<file path="config.mk">
export PLATFORM = sky130hd
export DESIGN_NAME = sil_interlock
export DESIGN_NICKNAME = d
export VERILOG_FILES = /design/src/core/sil_interlock.v
export VERILOG_INCLUDE_DIRS = /design/src /design/src/core
export SDC_FILE = /design/constraint.sdc
export NUM_CORES = 1
export LEC_CHECK = 0
export BUFFER_PORTS_ARGS = -buffer_cell sky130_fd_sc_hd__buf_4
export CELL_PAD_IN_SITES_DETAIL_PLACEMENT = 2
export CELL_PAD_IN_SITES_GLOBAL_PLACEMENT = 2
export CORE_MARGIN = 4
export CORE_UTILIZATION = 40
export CTS_CLUSTER_DIAMETER = 100
export DETAILED_ROUTE_END_ITERATION = 6
export PLACE_DENSITY = 0.94
export SLEW_MARGIN = 20
export SYNTH_ARGS = -nofsm -noshare
export SYNTH_HDL_FRONTEND = slang
export SYNTH_SLANG_ARGS = --single-unit
</file>
<file path="constraint.sdc">
create_clock -name REF_CLK -period 3.6 [get_ports REF_CLK]
set_input_delay 0.54 -clock REF_CLK [delete_from_list [all_inputs] [get_ports REF_CLK]]
set_output_delay 0.54 -clock REF_CLK [all_outputs]
set_load 0.05 [all_outputs]
</file>
<file path="src/core/sil_consts.vh">
/*
  Constants for the switch input interlock logic: register byte offsets,
  field positions, reset values and the interlock function codes.
  Assumes inclusion by sil_interlock.v and the test bench; holds definitions only.
*/
`ifndef SIL_CONSTS_VH
`define SIL_CONSTS_VH

// register byte offsets
`define SIL_OFF_CTRL 7'h00
`define SIL_OFF_POL 7'h04
`define SIL_OFF_DEB 7'h08
`define SIL_OFF_STAT 7'h0c
`define SIL_OFF_CNT 7'h10
`define SIL_OFF_ASG 7'h20
`define SIL_ASG_BANK 2'h1

// control register fields
`define SIL_CTRL_IND_AUTO 0
`define SIL_CTRL_HARDWIRED 1
`define SIL_CTRL_UV_EN 2
`define SIL_CTRL_DIR_B 3
`define SIL_CTRL_CNT_CLR 4
`define SIL_CTRL_W 4

// status register fields
`define SIL_ST_HLTH_LSB 0
`define SIL_ST_MODE_LSB 16
`define SIL_ST_ASG_ERR 18
`define SIL_ST_PLANT 19

// reset values
`define SIL_CTRL_RST 4'h0
`define SIL_POL_RST 10'h000
`define SIL_DEB_RST 16'h0004

// operating modes
`define SIL_MODE_MANUAL 2'h0
`define SIL_MODE_SERIAL 2'h1
`define SIL_MODE_HARD 2'h2

// interlock function codes
`define SIL_FN_UNUSED 5'h00
`define SIL_FN_PLANT 5'h01
`define SIL_FN_LOCKOUT 5'h02
`define SIL_FN_SP_ACCESS 5'h03
`define SIL_FN_AUTO_PERM 5'h04
`define SIL_FN_AUTO_A 5'h05
`define SIL_FN_AUTO_B 5'h06
`define SIL_FN_ESTOP_RST 5'h07
`define SIL_FN_UC_RST 5'h08
`define SIL_FN_TWO_WIRE 5'h09
`define SIL_FN_TEST 5'h0a
`define SIL_FN_REM_PERM 5'h0b
`define SIL_FN_COMM_SEL 5'h0c
`define SIL_FN_COUNTER 5'h0d
`define SIL_FN_AUX1_INH 5'h0e
`define SIL_FN_UV_INH 5'h0f
`define SIL_FN_MAIN_FB 5'h10
`define SIL_FN_STAR_FB 5'h11
`define SIL_FN_LAST 5'h11

`endif

</file>
<file path="src/core/sil_interlock.v">
/*
  Switch input interlock logic: ten programmable switch inputs, each given
  one function, gate starts, trips, resets, keypad access, modes, relay
  inhibits, undervoltage restart and an event counter. Avalon-MM slave.
  Assumes all inputs synchronous to REF_CLK and one-cycle key pulses.
*/
//
// What this block does
// - plant interlock unhealthy raises trip, healthy clears
// - lockout reset clears overload, ground, stall only
// - setpoint access gates keypad setpoint changes
// - auto permissive healthy: auto starts, manual blocked
// - auto permissive unhealthy ignores auto start inputs
// - auto start B only for second direction starters
// - setting picks lamp for auto permissive operation
// - serial auto takes serial starts unless auto permissive healthy
// - hard-wired auto takes auto inputs when permitted
// - emergency stop reset clears emergency stop trip
// - undercurrent reset clears undercurrent trip
// - two-wire control: opened start means stop
// - test input suppresses counters except event counter
// - test healthy while running opens contactors
// - remote permissive splits switches and keypad
// - auto modes disable manual switches and keys
// - communication select forces serial, restores mode
// - event counter counts closures, wraps, clears
// - aux relay 1 inhibit keeps relay off
// - restart inhibit disables undervoltage restart
// - contact feedback routed to wye-delta starter
// - polarity setting defines healthy contact state
// - ten inputs, each function assigned once only
`timescale 1ns/1ps
`include "sil_consts.vh"

module sil_interlock #(
  parameter N_IN = 10,
  parameter DEB_W = 16
) (
  input wire REF_CLK,
  input wire RSTN,
  input wire [6:0] AVS_ADDRESS,
  input wire AVS_READ,
  input wire AVS_WRITE,
  input wire [31:0] AVS_WRITEDATA,
  output reg [31:0] AVS_READDATA,
  output wire AVS_WAITREQUEST,
  input wire [N_IN-1:0] SW_IN,
  input wire SW_START_A,
  input wire SW_START_B,
  input wire KEY_START_A,
  input wire KEY_START_B,
  input wire SER_START_A,
  input wire SER_START_B,
  input wire AUTO_KEY,
  input wire MANUAL_KEY,
  input wire SER_CNT_CLR,
  input wire MOTOR_RUNNING,
  input wire ESTOP_TRIP,
  input wire UC_TRIP,
  input wire AUX1_REQ,
  output reg PLANT_TRIP,
  output reg LOCKOUT_RESET,
  output reg ESTOP_RESET,
  output reg UC_RESET,
  output reg SETPOINT_KEY_OK,
  output reg START_A,
  output reg START_B,
  output reg STOP,
  output reg AUTO_LED,
  output reg MANUAL_LED,
  output reg STATS_INHIBIT,
  output reg AUX1_OUT,
  output reg UV_RESTART_EN,
  output reg MAIN_CONTACT_FB,
  output reg STAR_CONTACT_FB,
  output reg [15:0] EVENT_COUNT
);

  // is a function assigned to any input
  function fn_asg;
    input [5*N_IN-1:0] asg_v;
    input [4:0] code;
    integer k;
    begin
      fn_asg = 1'b0;
      for (k = 0; k < N_IN; k = k + 1) begin
        if (asg_v[5*k +: 5] == code) begin
          fn_asg = 1'b1;
        end
      end
    end
  endfunction

  // is a function assigned and its input healthy
  function fn_on;
    input [5*N_IN-1:0] asg_v;
    input [N_IN-1:0] hl;
    input [4:0] code;
    integer k;
    begin
      fn_on = 1'b0;
      for (k = 0; k < N_IN; k = k + 1) begin
        if (asg_v[5*k +: 5] == code && hl[k]) begin
          fn_on = 1'b1;
        end
      end
    end
  endfunction

  reg [`SIL_CTRL_W-1:0] ctrl;
  reg [N_IN-1:0] polarity;
  reg [DEB_W-1:0] deb_limit;
  reg [5*N_IN-1:0] asg;
  reg asg_err;
  reg ack;
  reg cnt_clr_req;
  reg [1:0] base_mode;
  wire [N_IN-1:0] healthy;
  reg prev_cnt_on;
  reg prev_test_on;
  reg prev_start;
  wire [N_IN-1:0] raw_healthy;
  wire acc;
  wire wr_hit;
  wire asg_sel;
  wire [3:0] asg_idx;
  wire [6:0] asg_off;

  // the window between request and ack is the single wait state
  assign acc = AVS_READ | AVS_WRITE;
  assign AVS_WAITREQUEST = acc & ~ack;
  assign wr_hit = AVS_WRITE & ack;
  // assignment words run past one 32-byte bank, so decode by offset
  assign asg_off = AVS_ADDRESS - `SIL_OFF_ASG;
  assign asg_sel = (AVS_ADDRESS >= `SIL_OFF_ASG) && (asg_off[6:2] < N_IN)
    && (asg_off[1:0] == 2'h0);
  assign asg_idx = asg_off[5:2];

  // polarity flip: normally-closed inputs read healthy when open
  assign raw_healthy = SW_IN ^ polarity;

  // per-input debounce; a change acts only after deb_limit stable cycles
  genvar gi;
  generate
    for (gi = 0; gi < N_IN; gi = gi + 1) begin : g_deb
      reg smp;
      reg hl;
      reg [DEB_W-1:0] cnt;
      assign healthy[gi] = hl;
      always @(posedge REF_CLK or negedge RSTN) begin
        if (!RSTN) begin
          smp <= 1'b0;
          cnt <= {DEB_W{1'b0}};
          hl <= 1'b0;
        end else begin
          smp <= raw_healthy[gi];
          if (smp == hl) begin
            cnt <= {DEB_W{1'b0}};
          end else if (cnt >= deb_limit) begin
            hl <= smp;
            cnt <= {DEB_W{1'b0}};
          end else begin
            cnt <= cnt + 1'b1;
          end
        end
      end
    end
  endgenerate

  // decoded function states
  wire plant_asg = fn_asg(asg, `SIL_FN_PLANT);
  wire plant_on = fn_on(asg, healthy, `SIL_FN_PLANT);
  wire lockout_on = fn_on(asg, healthy, `SIL_FN_LOCKOUT);
  wire sp_asg = fn_asg(asg, `SIL_FN_SP_ACCESS);
  wire sp_on = fn_on(asg, healthy, `SIL_FN_SP_ACCESS);
  wire ap_on = fn_on(asg, healthy, `SIL_FN_AUTO_PERM);
  wire auto_a_on = fn_on(asg, healthy, `SIL_FN_AUTO_A);
  wire auto_b_on = fn_on(asg, healthy, `SIL_FN_AUTO_B);
  wire estop_rst_on = fn_on(asg, healthy, `SIL_FN_ESTOP_RST);
  wire uc_rst_on = fn_on(asg, healthy, `SIL_FN_UC_RST);
  wire two_wire_on = fn_on(asg, healthy, `SIL_FN_TWO_WIRE);
  wire test_on = fn_on(asg, healthy, `SIL_FN_TEST);
  wire rp_asg = fn_asg(asg, `SIL_FN_REM_PERM);
  wire rp_on = fn_on(asg, healthy, `SIL_FN_REM_PERM);
  wire comm_on = fn_on(asg, healthy, `SIL_FN_COMM_SEL);
  wire cnt_on = fn_on(asg, healthy, `SIL_FN_COUNTER);
  wire aux1_inh_on = fn_on(asg, healthy, `SIL_FN_AUX1_INH);
  wire uv_inh_on = fn_on(asg, healthy, `SIL_FN_UV_INH);
  wire main_fb_on = fn_on(asg, healthy, `SIL_FN_MAIN_FB);
  wire star_fb_on = fn_on(asg, healthy, `SIL_FN_STAR_FB);

  // communication select overrides; the key mode is kept underneath
  wire [1:0] mode = comm_on ? `SIL_MODE_SERIAL : base_mode;

  // auto start inputs only count while auto permissive is healthy
  wire dir_b = ctrl[`SIL_CTRL_DIR_B];
  wire auto_a = ap_on & auto_a_on;
  wire auto_b = ap_on & auto_b_on & dir_b;

  // start source selection per mode
  reg next_start_a;
  reg next_start_b;
  always @* begin
    next_start_a = 1'b0;
    next_start_b = 1'b0;
    case (mode)
      `SIL_MODE_MANUAL: begin
        if (ap_on) begin
          next_start_a = auto_a;
          next_start_b = auto_b;
        end else if (rp_asg) begin
          next_start_a = rp_on ? SW_START_A : KEY_START_A;
          next_start_b = rp_on ? SW_START_B : KEY_START_B;
        end else begin
          next_start_a = SW_START_A | KEY_START_A;
          next_start_b = SW_START_B | KEY_START_B;
        end
      end
      `SIL_MODE_SERIAL: begin
        // manual switches and keys play no part here
        if (ap_on) begin
          next_start_a = auto_a;
          next_start_b = auto_b;
        end else begin
          next_start_a = SER_START_A;
          next_start_b = SER_START_B;
        end
      end
      `SIL_MODE_HARD: begin
        next_start_a = auto_a;
        next_start_b = auto_b;
      end
      default: begin
        next_start_a = 1'b0;
        next_start_b = 1'b0;
      end
    endcase
  end

  wire start_lvl = next_start_a | next_start_b;

  // interlock outputs, all registered
  always @(posedge REF_CLK or negedge RSTN) begin
    if (!RSTN) begin
      PLANT_TRIP <= 1'b0;
      LOCKOUT_RESET <= 1'b0;
      ESTOP_RESET <= 1'b0;
      UC_RESET <= 1'b0;
      SETPOINT_KEY_OK <= 1'b0;
      START_A <= 1'b0;
      START_B <= 1'b0;
      STOP <= 1'b0;
      AUTO_LED <= 1'b0;
      MANUAL_LED <= 1'b0;
      STATS_INHIBIT <= 1'b0;
      AUX1_OUT <= 1'b0;
      UV_RESTART_EN <= 1'b0;
      MAIN_CONTACT_FB <= 1'b0;
      STAR_CONTACT_FB <= 1'b0;
      prev_start <= 1'b0;
      prev_test_on <= 1'b0;
    end else begin
      PLANT_TRIP <= plant_asg & ~plant_on;
      LOCKOUT_RESET <= lockout_on;
      ESTOP_RESET <= estop_rst_on & ESTOP_TRIP;
      UC_RESET <= uc_rst_on & UC_TRIP;
      SETPOINT_KEY_OK <= ~sp_asg | sp_on;
      START_A <= next_start_a;
      START_B <= next_start_b;
      prev_start <= start_lvl;
      prev_test_on <= test_on;
      // dropping start under two-wire, or test going healthy while running
      STOP <= (two_wire_on & prev_start & ~start_lvl)
        | (test_on & ~prev_test_on & MOTOR_RUNNING);
      if (mode == `SIL_MODE_MANUAL && ap_on) begin
        AUTO_LED <= ctrl[`SIL_CTRL_IND_AUTO];
        MANUAL_LED <= ~ctrl[`SIL_CTRL_IND_AUTO];
      end else begin
        AUTO_LED <= (mode != `SIL_MODE_MANUAL);
        MANUAL_LED <= (mode == `SIL_MODE_MANUAL);
      end
      STATS_INHIBIT <= test_on;
      AUX1_OUT <= AUX1_REQ & ~aux1_inh_on;
      UV_RESTART_EN <= ctrl[`SIL_CTRL_UV_EN] & ~uv_inh_on;
      MAIN_CONTACT_FB <= main_fb_on;
      STAR_CONTACT_FB <= star_fb_on;
    end
  end

  // key-selected mode; keys have no effect under communication select
  always @(posedge REF_CLK or negedge RSTN) begin
    if (!RSTN) begin
      base_mode <= `SIL_MODE_MANUAL;
    end else if (!comm_on) begin
      if (AUTO_KEY) begin
        base_mode <= ctrl[`SIL_CTRL_HARDWIRED] ? `SIL_MODE_HARD : `SIL_MODE_SERIAL;
      end else if (MANUAL_KEY) begin
        base_mode <= `SIL_MODE_MANUAL;
      end
    end
  end

  // event counter: a closure in the clear cycle still counts as one
  always @(posedge REF_CLK or negedge RSTN) begin
    if (!RSTN) begin
      EVENT_COUNT <= 16'h0000;
      prev_cnt_on <= 1'b0;
    end else begin
      prev_cnt_on <= cnt_on;
      if (cnt_on && !prev_cnt_on) begin
        if (cnt_clr_req || SER_CNT_CLR) begin
          EVENT_COUNT <= 16'h0001;
        end else begin
          EVENT_COUNT <= EVENT_COUNT + 16'h0001;
        end
      end else if (cnt_clr_req || SER_CNT_CLR) begin
        EVENT_COUNT <= 16'h0000;
      end
    end
  end

  // is the requested code free for input idx
  reg code_free;
  integer j;
  always @* begin
    code_free = 1'b1;
    for (j = 0; j < N_IN; j = j + 1) begin
      if (j != asg_idx && asg[5*j +: 5] == AVS_WRITEDATA[4:0]
          && AVS_WRITEDATA[4:0] != `SIL_FN_UNUSED) begin
        code_free = 1'b0;
      end
    end
  end

  // register writes take effect at the edge where waitrequest is low
  always @(posedge REF_CLK or negedge RSTN) begin
    if (!RSTN) begin
      ack <= 1'b0;
      ctrl <= `SIL_CTRL_RST;
      polarity <= `SIL_POL_RST;
      deb_limit <= `SIL_DEB_RST;
      asg <= {5*N_IN{1'b0}};
      asg_err <= 1'b0;
      cnt_clr_req <= 1'b0;
    end else begin
      ack <= acc & ~ack;
      cnt_clr_req <= 1'b0;
      if (wr_hit) begin
        if (AVS_ADDRESS == `SIL_OFF_CTRL) begin
          ctrl <= AVS_WRITEDATA[`SIL_CTRL_W-1:0];
          cnt_clr_req <= AVS_WRITEDATA[`SIL_CTRL_CNT_CLR];
        end else if (AVS_ADDRESS == `SIL_OFF_POL) begin
          polarity <= AVS_WRITEDATA[N_IN-1:0];
        end else if (AVS_ADDRESS == `SIL_OFF_DEB) begin
          deb_limit <= AVS_WRITEDATA[DEB_W-1:0];
        end else if (asg_sel) begin
          // duplicates and unknown codes are refused, old value kept
          if (code_free && AVS_WRITEDATA[4:0] <= `SIL_FN_LAST) begin
            asg[5*asg_idx +: 5] <= AVS_WRITEDATA[4:0];
            asg_err <= 1'b0;
          end else begin
            asg_err <= 1'b1;
          end
        end
      end
    end
  end

  // read data registered on the first edge, held through the ack edge
  always @(posedge REF_CLK or negedge RSTN) begin
    if (!RSTN) begin
      AVS_READDATA <= 32'h00000000;
    end else if (AVS_READ && !ack) begin
      AVS_READDATA <= 32'h00000000;
      if (AVS_ADDRESS == `SIL_OFF_CTRL) begin
        AVS_READDATA[`SIL_CTRL_W-1:0] <= ctrl;
      end else if (AVS_ADDRESS == `SIL_OFF_POL) begin
        AVS_READDATA[N_IN-1:0] <= polarity;
      end else if (AVS_ADDRESS == `SIL_OFF_DEB) begin
        AVS_READDATA[DEB_W-1:0] <= deb_limit;
      end else if (AVS_ADDRESS == `SIL_OFF_STAT) begin
        AVS_READDATA[`SIL_ST_HLTH_LSB +: N_IN] <= healthy;
        AVS_READDATA[`SIL_ST_MODE_LSB +: 2] <= mode;
        AVS_READDATA[`SIL_ST_ASG_ERR] <= asg_err;
        AVS_READDATA[`SIL_ST_PLANT] <= PLANT_TRIP;
      end else if (AVS_ADDRESS == `SIL_OFF_CNT) begin
        AVS_READDATA[15:0] <= EVENT_COUNT;
      end else if (asg_sel) begin
        AVS_READDATA[4:0] <= asg[5*asg_idx +: 5];
      end
    end
  end

endmodule

</file>
==> summary.md <==
| Metric | Value |
|---|---|
| Outcome | complete, but fails checks |
| Failing checks | hold timing, setup timing |
| # setup viols final | 3 |
| Setup crit start kind | register |
| Later-pin clock latency in the skew report | around 630 ps |
| Row count | 84 |
| Area of the multi-input gates | around 0.012 mm2 |
| Final setup TNS | -111.7 ps |
| Synth cell count leaders | dfrtp_1 (317), nor2_1 (288), ha_1 (181) |
| Fin Hold WS | -57.11 ps |
| Die ar. | ~0.057 mm2 |
| Vias in the first global route | 23840 |
| Pleak | between 10 and 15 nW |
| Core area | between 0.05 and 0.06 mm2 |
| Layout Nets | around 2600 |
| Final WL | between 100000 and 150000 um |
| Fillers | approximately 5500 |
| Fin. Hold Viols | 19 |
| Seq cells post-synth | 318 |
| Syn_area_per_cell | between 9 and 10 um2 |
| Layout cells sized above 1 | 15.18% |
| Worst path top cell family by delay | simple AND/OR/NAND/NOR gates |
| CP max FO | 16 |
| Synthesized area | 0.02122 mm2 |
| Starting Density | 40.39% |
| CTS tree | done |
| Hold bufs inserted after CTS | 0 |
| Crit path kind | register to register |
| Post-synth cell types | 93 |
| Ports | 130 |
| 1st-iter DRT viols | between 2000 and 2500 |
| Final ANT Viol Nets | 0 |
| Worst setup margin | -49.31 ps |
| Most used DFF post-synth | dfrtp_1 |
| Fmax | around 0.27 GHz |
| Placed insts | 3007 |
| CP peak stage delay | ~750 ps |
| Power per cell area | roughly 450 mW/mm2 |
| Clock tree buffer depth | 3 |
| Final Wtd Congestion | 1.016 |
| Max Slew Vio Count | 0 |
| Leading area contributor after synthesis | dfrtp_1 |
| GRT overflow | 0 |
| Largest net degree at the start of global routing | 88 |
| Count leader, synth | dfrtp_1 |
| DRT Pass-1 Iters | 6 |
| Die span in x | 238.3 um |
| Detailed Place HPWL | roughly 72000 um |
| Syn Inst Count | approximately 2300 |
| TritonCTS buffer count | between 40 and 50 |
| Unrepaired setup endpoints after global routing | false |
| Post-Route Skew | about 57 ps |
| DRC Markers | 0 |
| Tot GR Track Use | between 30% and 40% |
| Area post-placement | approximately 0.023 mm2 |
| Number of flops mapped to enable cells by yosys | 0 |
| VDD IR max | around 0.44 mV |
| Period Utilization, post-route | 101.4% |
| Root buf cell | clkbuf_16 |
| Area share of the leading cell type in the synthesized netlist | 37.38% |
| Post-CTS Setup Bufs | 0 |
| Top cells by area, synth | dfrtp_1 (37%), ha_1 (11%), nor2_1 (5.1%) |
| Total number of vias | roughly 21000 |
| FF/Latch Area | roughly 0.008 mm2 |
| Worst EP arrival | roughly 4100 ps |
| Tightest Pin Transition | ~1200 ps |
| CP Buf/Inv Count | 2 |
| Antenna violations before repair | 10 |
| Worst rel slew slack | a little over a fifth |
| Clock Pin Slew Worst Setup and Hold Paths | 80 ps |
| # Max-Cap Violations | 0 |
| Area grow syn2layout | 13.93% |
| Async SR Flop Fraction | 100.0% |
| Clock sink total | 318 |
| Post-Layout Cell Count | between 3000 and 4000 |
| CP cell instances | inv_1 > ha_1 > a21o_1 > a21o_1 > a21oi_1 > o21ai_0 > nand3_1 > nand3_1 > buf_4 > nor2_1 |
| # H-tree levels | 2 |
| Die Y | ~240 um |
| Sequential-to-total area share from yosys stat | ~38% |
| Port Buffers | between 100 and 150 |
| Final instance area | about 0.024 mm2 |
| Hold/Removal Path Class | input port to asynchronous set/reset pin |
| Via density | around 6.9 |
| Yosys warnings | 0 |
| Crit. End Element | register |
| Final worst path period need | ~3600 ps |
| First-pass GRT wire length | approximately 170000 um |
| WL/cell | between 30 and 40 um |
| CP max-delay cell | nor2_1 |
| Critical path required time | 4040 ps |
-- cell families after synthesis --
logic type,count (synthesis),share of synthesized area (%)
AND/OR/NAND/NOR,895,21.43
adder cells (fa/ha/maj),181,10.67
XOR/XNOR,223,9.203
multiplexers,83,4.911
flip-flops,318,37.50
AO/OA/AOI/OAI,344,11.35
other,1,0.01767
buffers and inverters,208,4.917
-- per-layer routing --
| layer | part of all wire (%) | vias up | track usage (%) | wire [um] |
|---|---|---|---|---|
| met1 | 34 | 10740 | 43.73 | 39640 |
| met4 | 9.9 | 4 | 30.47 | 11450 |
| met2 | 46 | 1644 | 63.44 | 52710 |
| met3 | 10 | 765 | 13.05 | 11630 |
| met5 | 0.022 | - | 0 | 25 |
| li1 | - | 8206 | - | - |
-- sequential cells by signal (all words and copies together), names as in the netlist, 2 cells and up --
name          cells
polarity         10
asg              50
EVENT_COUNT      16
ctrl              4
g_deb.smp        10
AVS_READDATA     20
g_deb.cnt       160
g_deb.hl         10
deb_limit        16
base_mode         2
-- repair_timing --
| action | 4_1_cts | 5_1_grt |
|---|---|---|
| pin swaps | 0 | 1 |
| setup endpoints to repair | 2 | 22 |
| resized for setup | 1 | 8 |
-- worst paths after layout --
check	startpoint	to	slack [ps]	cells after the start
worst max register to register	deb_limit[8]	g_deb[0].cnt[8]	-50	10
worst min register to register	AVS_READDATA[10]	AVS_READDATA[10]	520	2
worst max-delay path	deb_limit[8]	g_deb[0].cnt[8]	-50	10
max in group asynchronous	RSTN	AVS_READDATA[12]	2540	2
worst min-delay path	RSTN	g_deb[0].cnt[1]	-60	1
min in group REF_CLK	SW_IN[5]	g_deb[5].smp	120	2
-- metrics by stage --
step | setup WS, ps | hold WS, ps | utilization [%] | power [mW]
after global placement | 200.8 | 474.8 | 43.35 | 5.992
final | -49.31 | -57.11 | 46.01 | 10.88
after floorplan | 548.1 | 244.4 | - | 5.211
after CTS | 5.855 | 0.4001 | 45.91 | 10.69
after detailed placement | -148.2 | 489.4 | 43.35 | 6.253
after global routing | 5.804 | 12.78 | 45.99 | 11.07
-- cell usage in the layout, fill, tap and decap left out, types with 58 or more instances in the layout --
master   count
a21o_1      71
ha_1       181
xnor2_1    105
nand2_1    175
nand4_1     58
inv_1       86
dfrtp_1    316
nor2_1     287
xor2_1     118
and3_1      61
nand3_1    107
mux2_2      66
buf_4      173
-- power by group --
group          internal [mW]  switching, mW
registers               3.75          0.388
clock network           2.43           1.94
logic                  0.710           1.66
-- area by class of cell --
cell class / count / area share (%)
Antenna cell: 6 / 0.06210
Clock buffer: 61 / 5.056
Clock inverter: 11 / 0.4916
Inverter: 86 / 1.335
Multi-Input combinational cell: 1738 / 50.89
Sequential cell: 318 / 32.92
Tap cell: 688 / 3.560
Timing Repair Buffer: 177 / 5.682
Power figures use the tool's default switching activity.
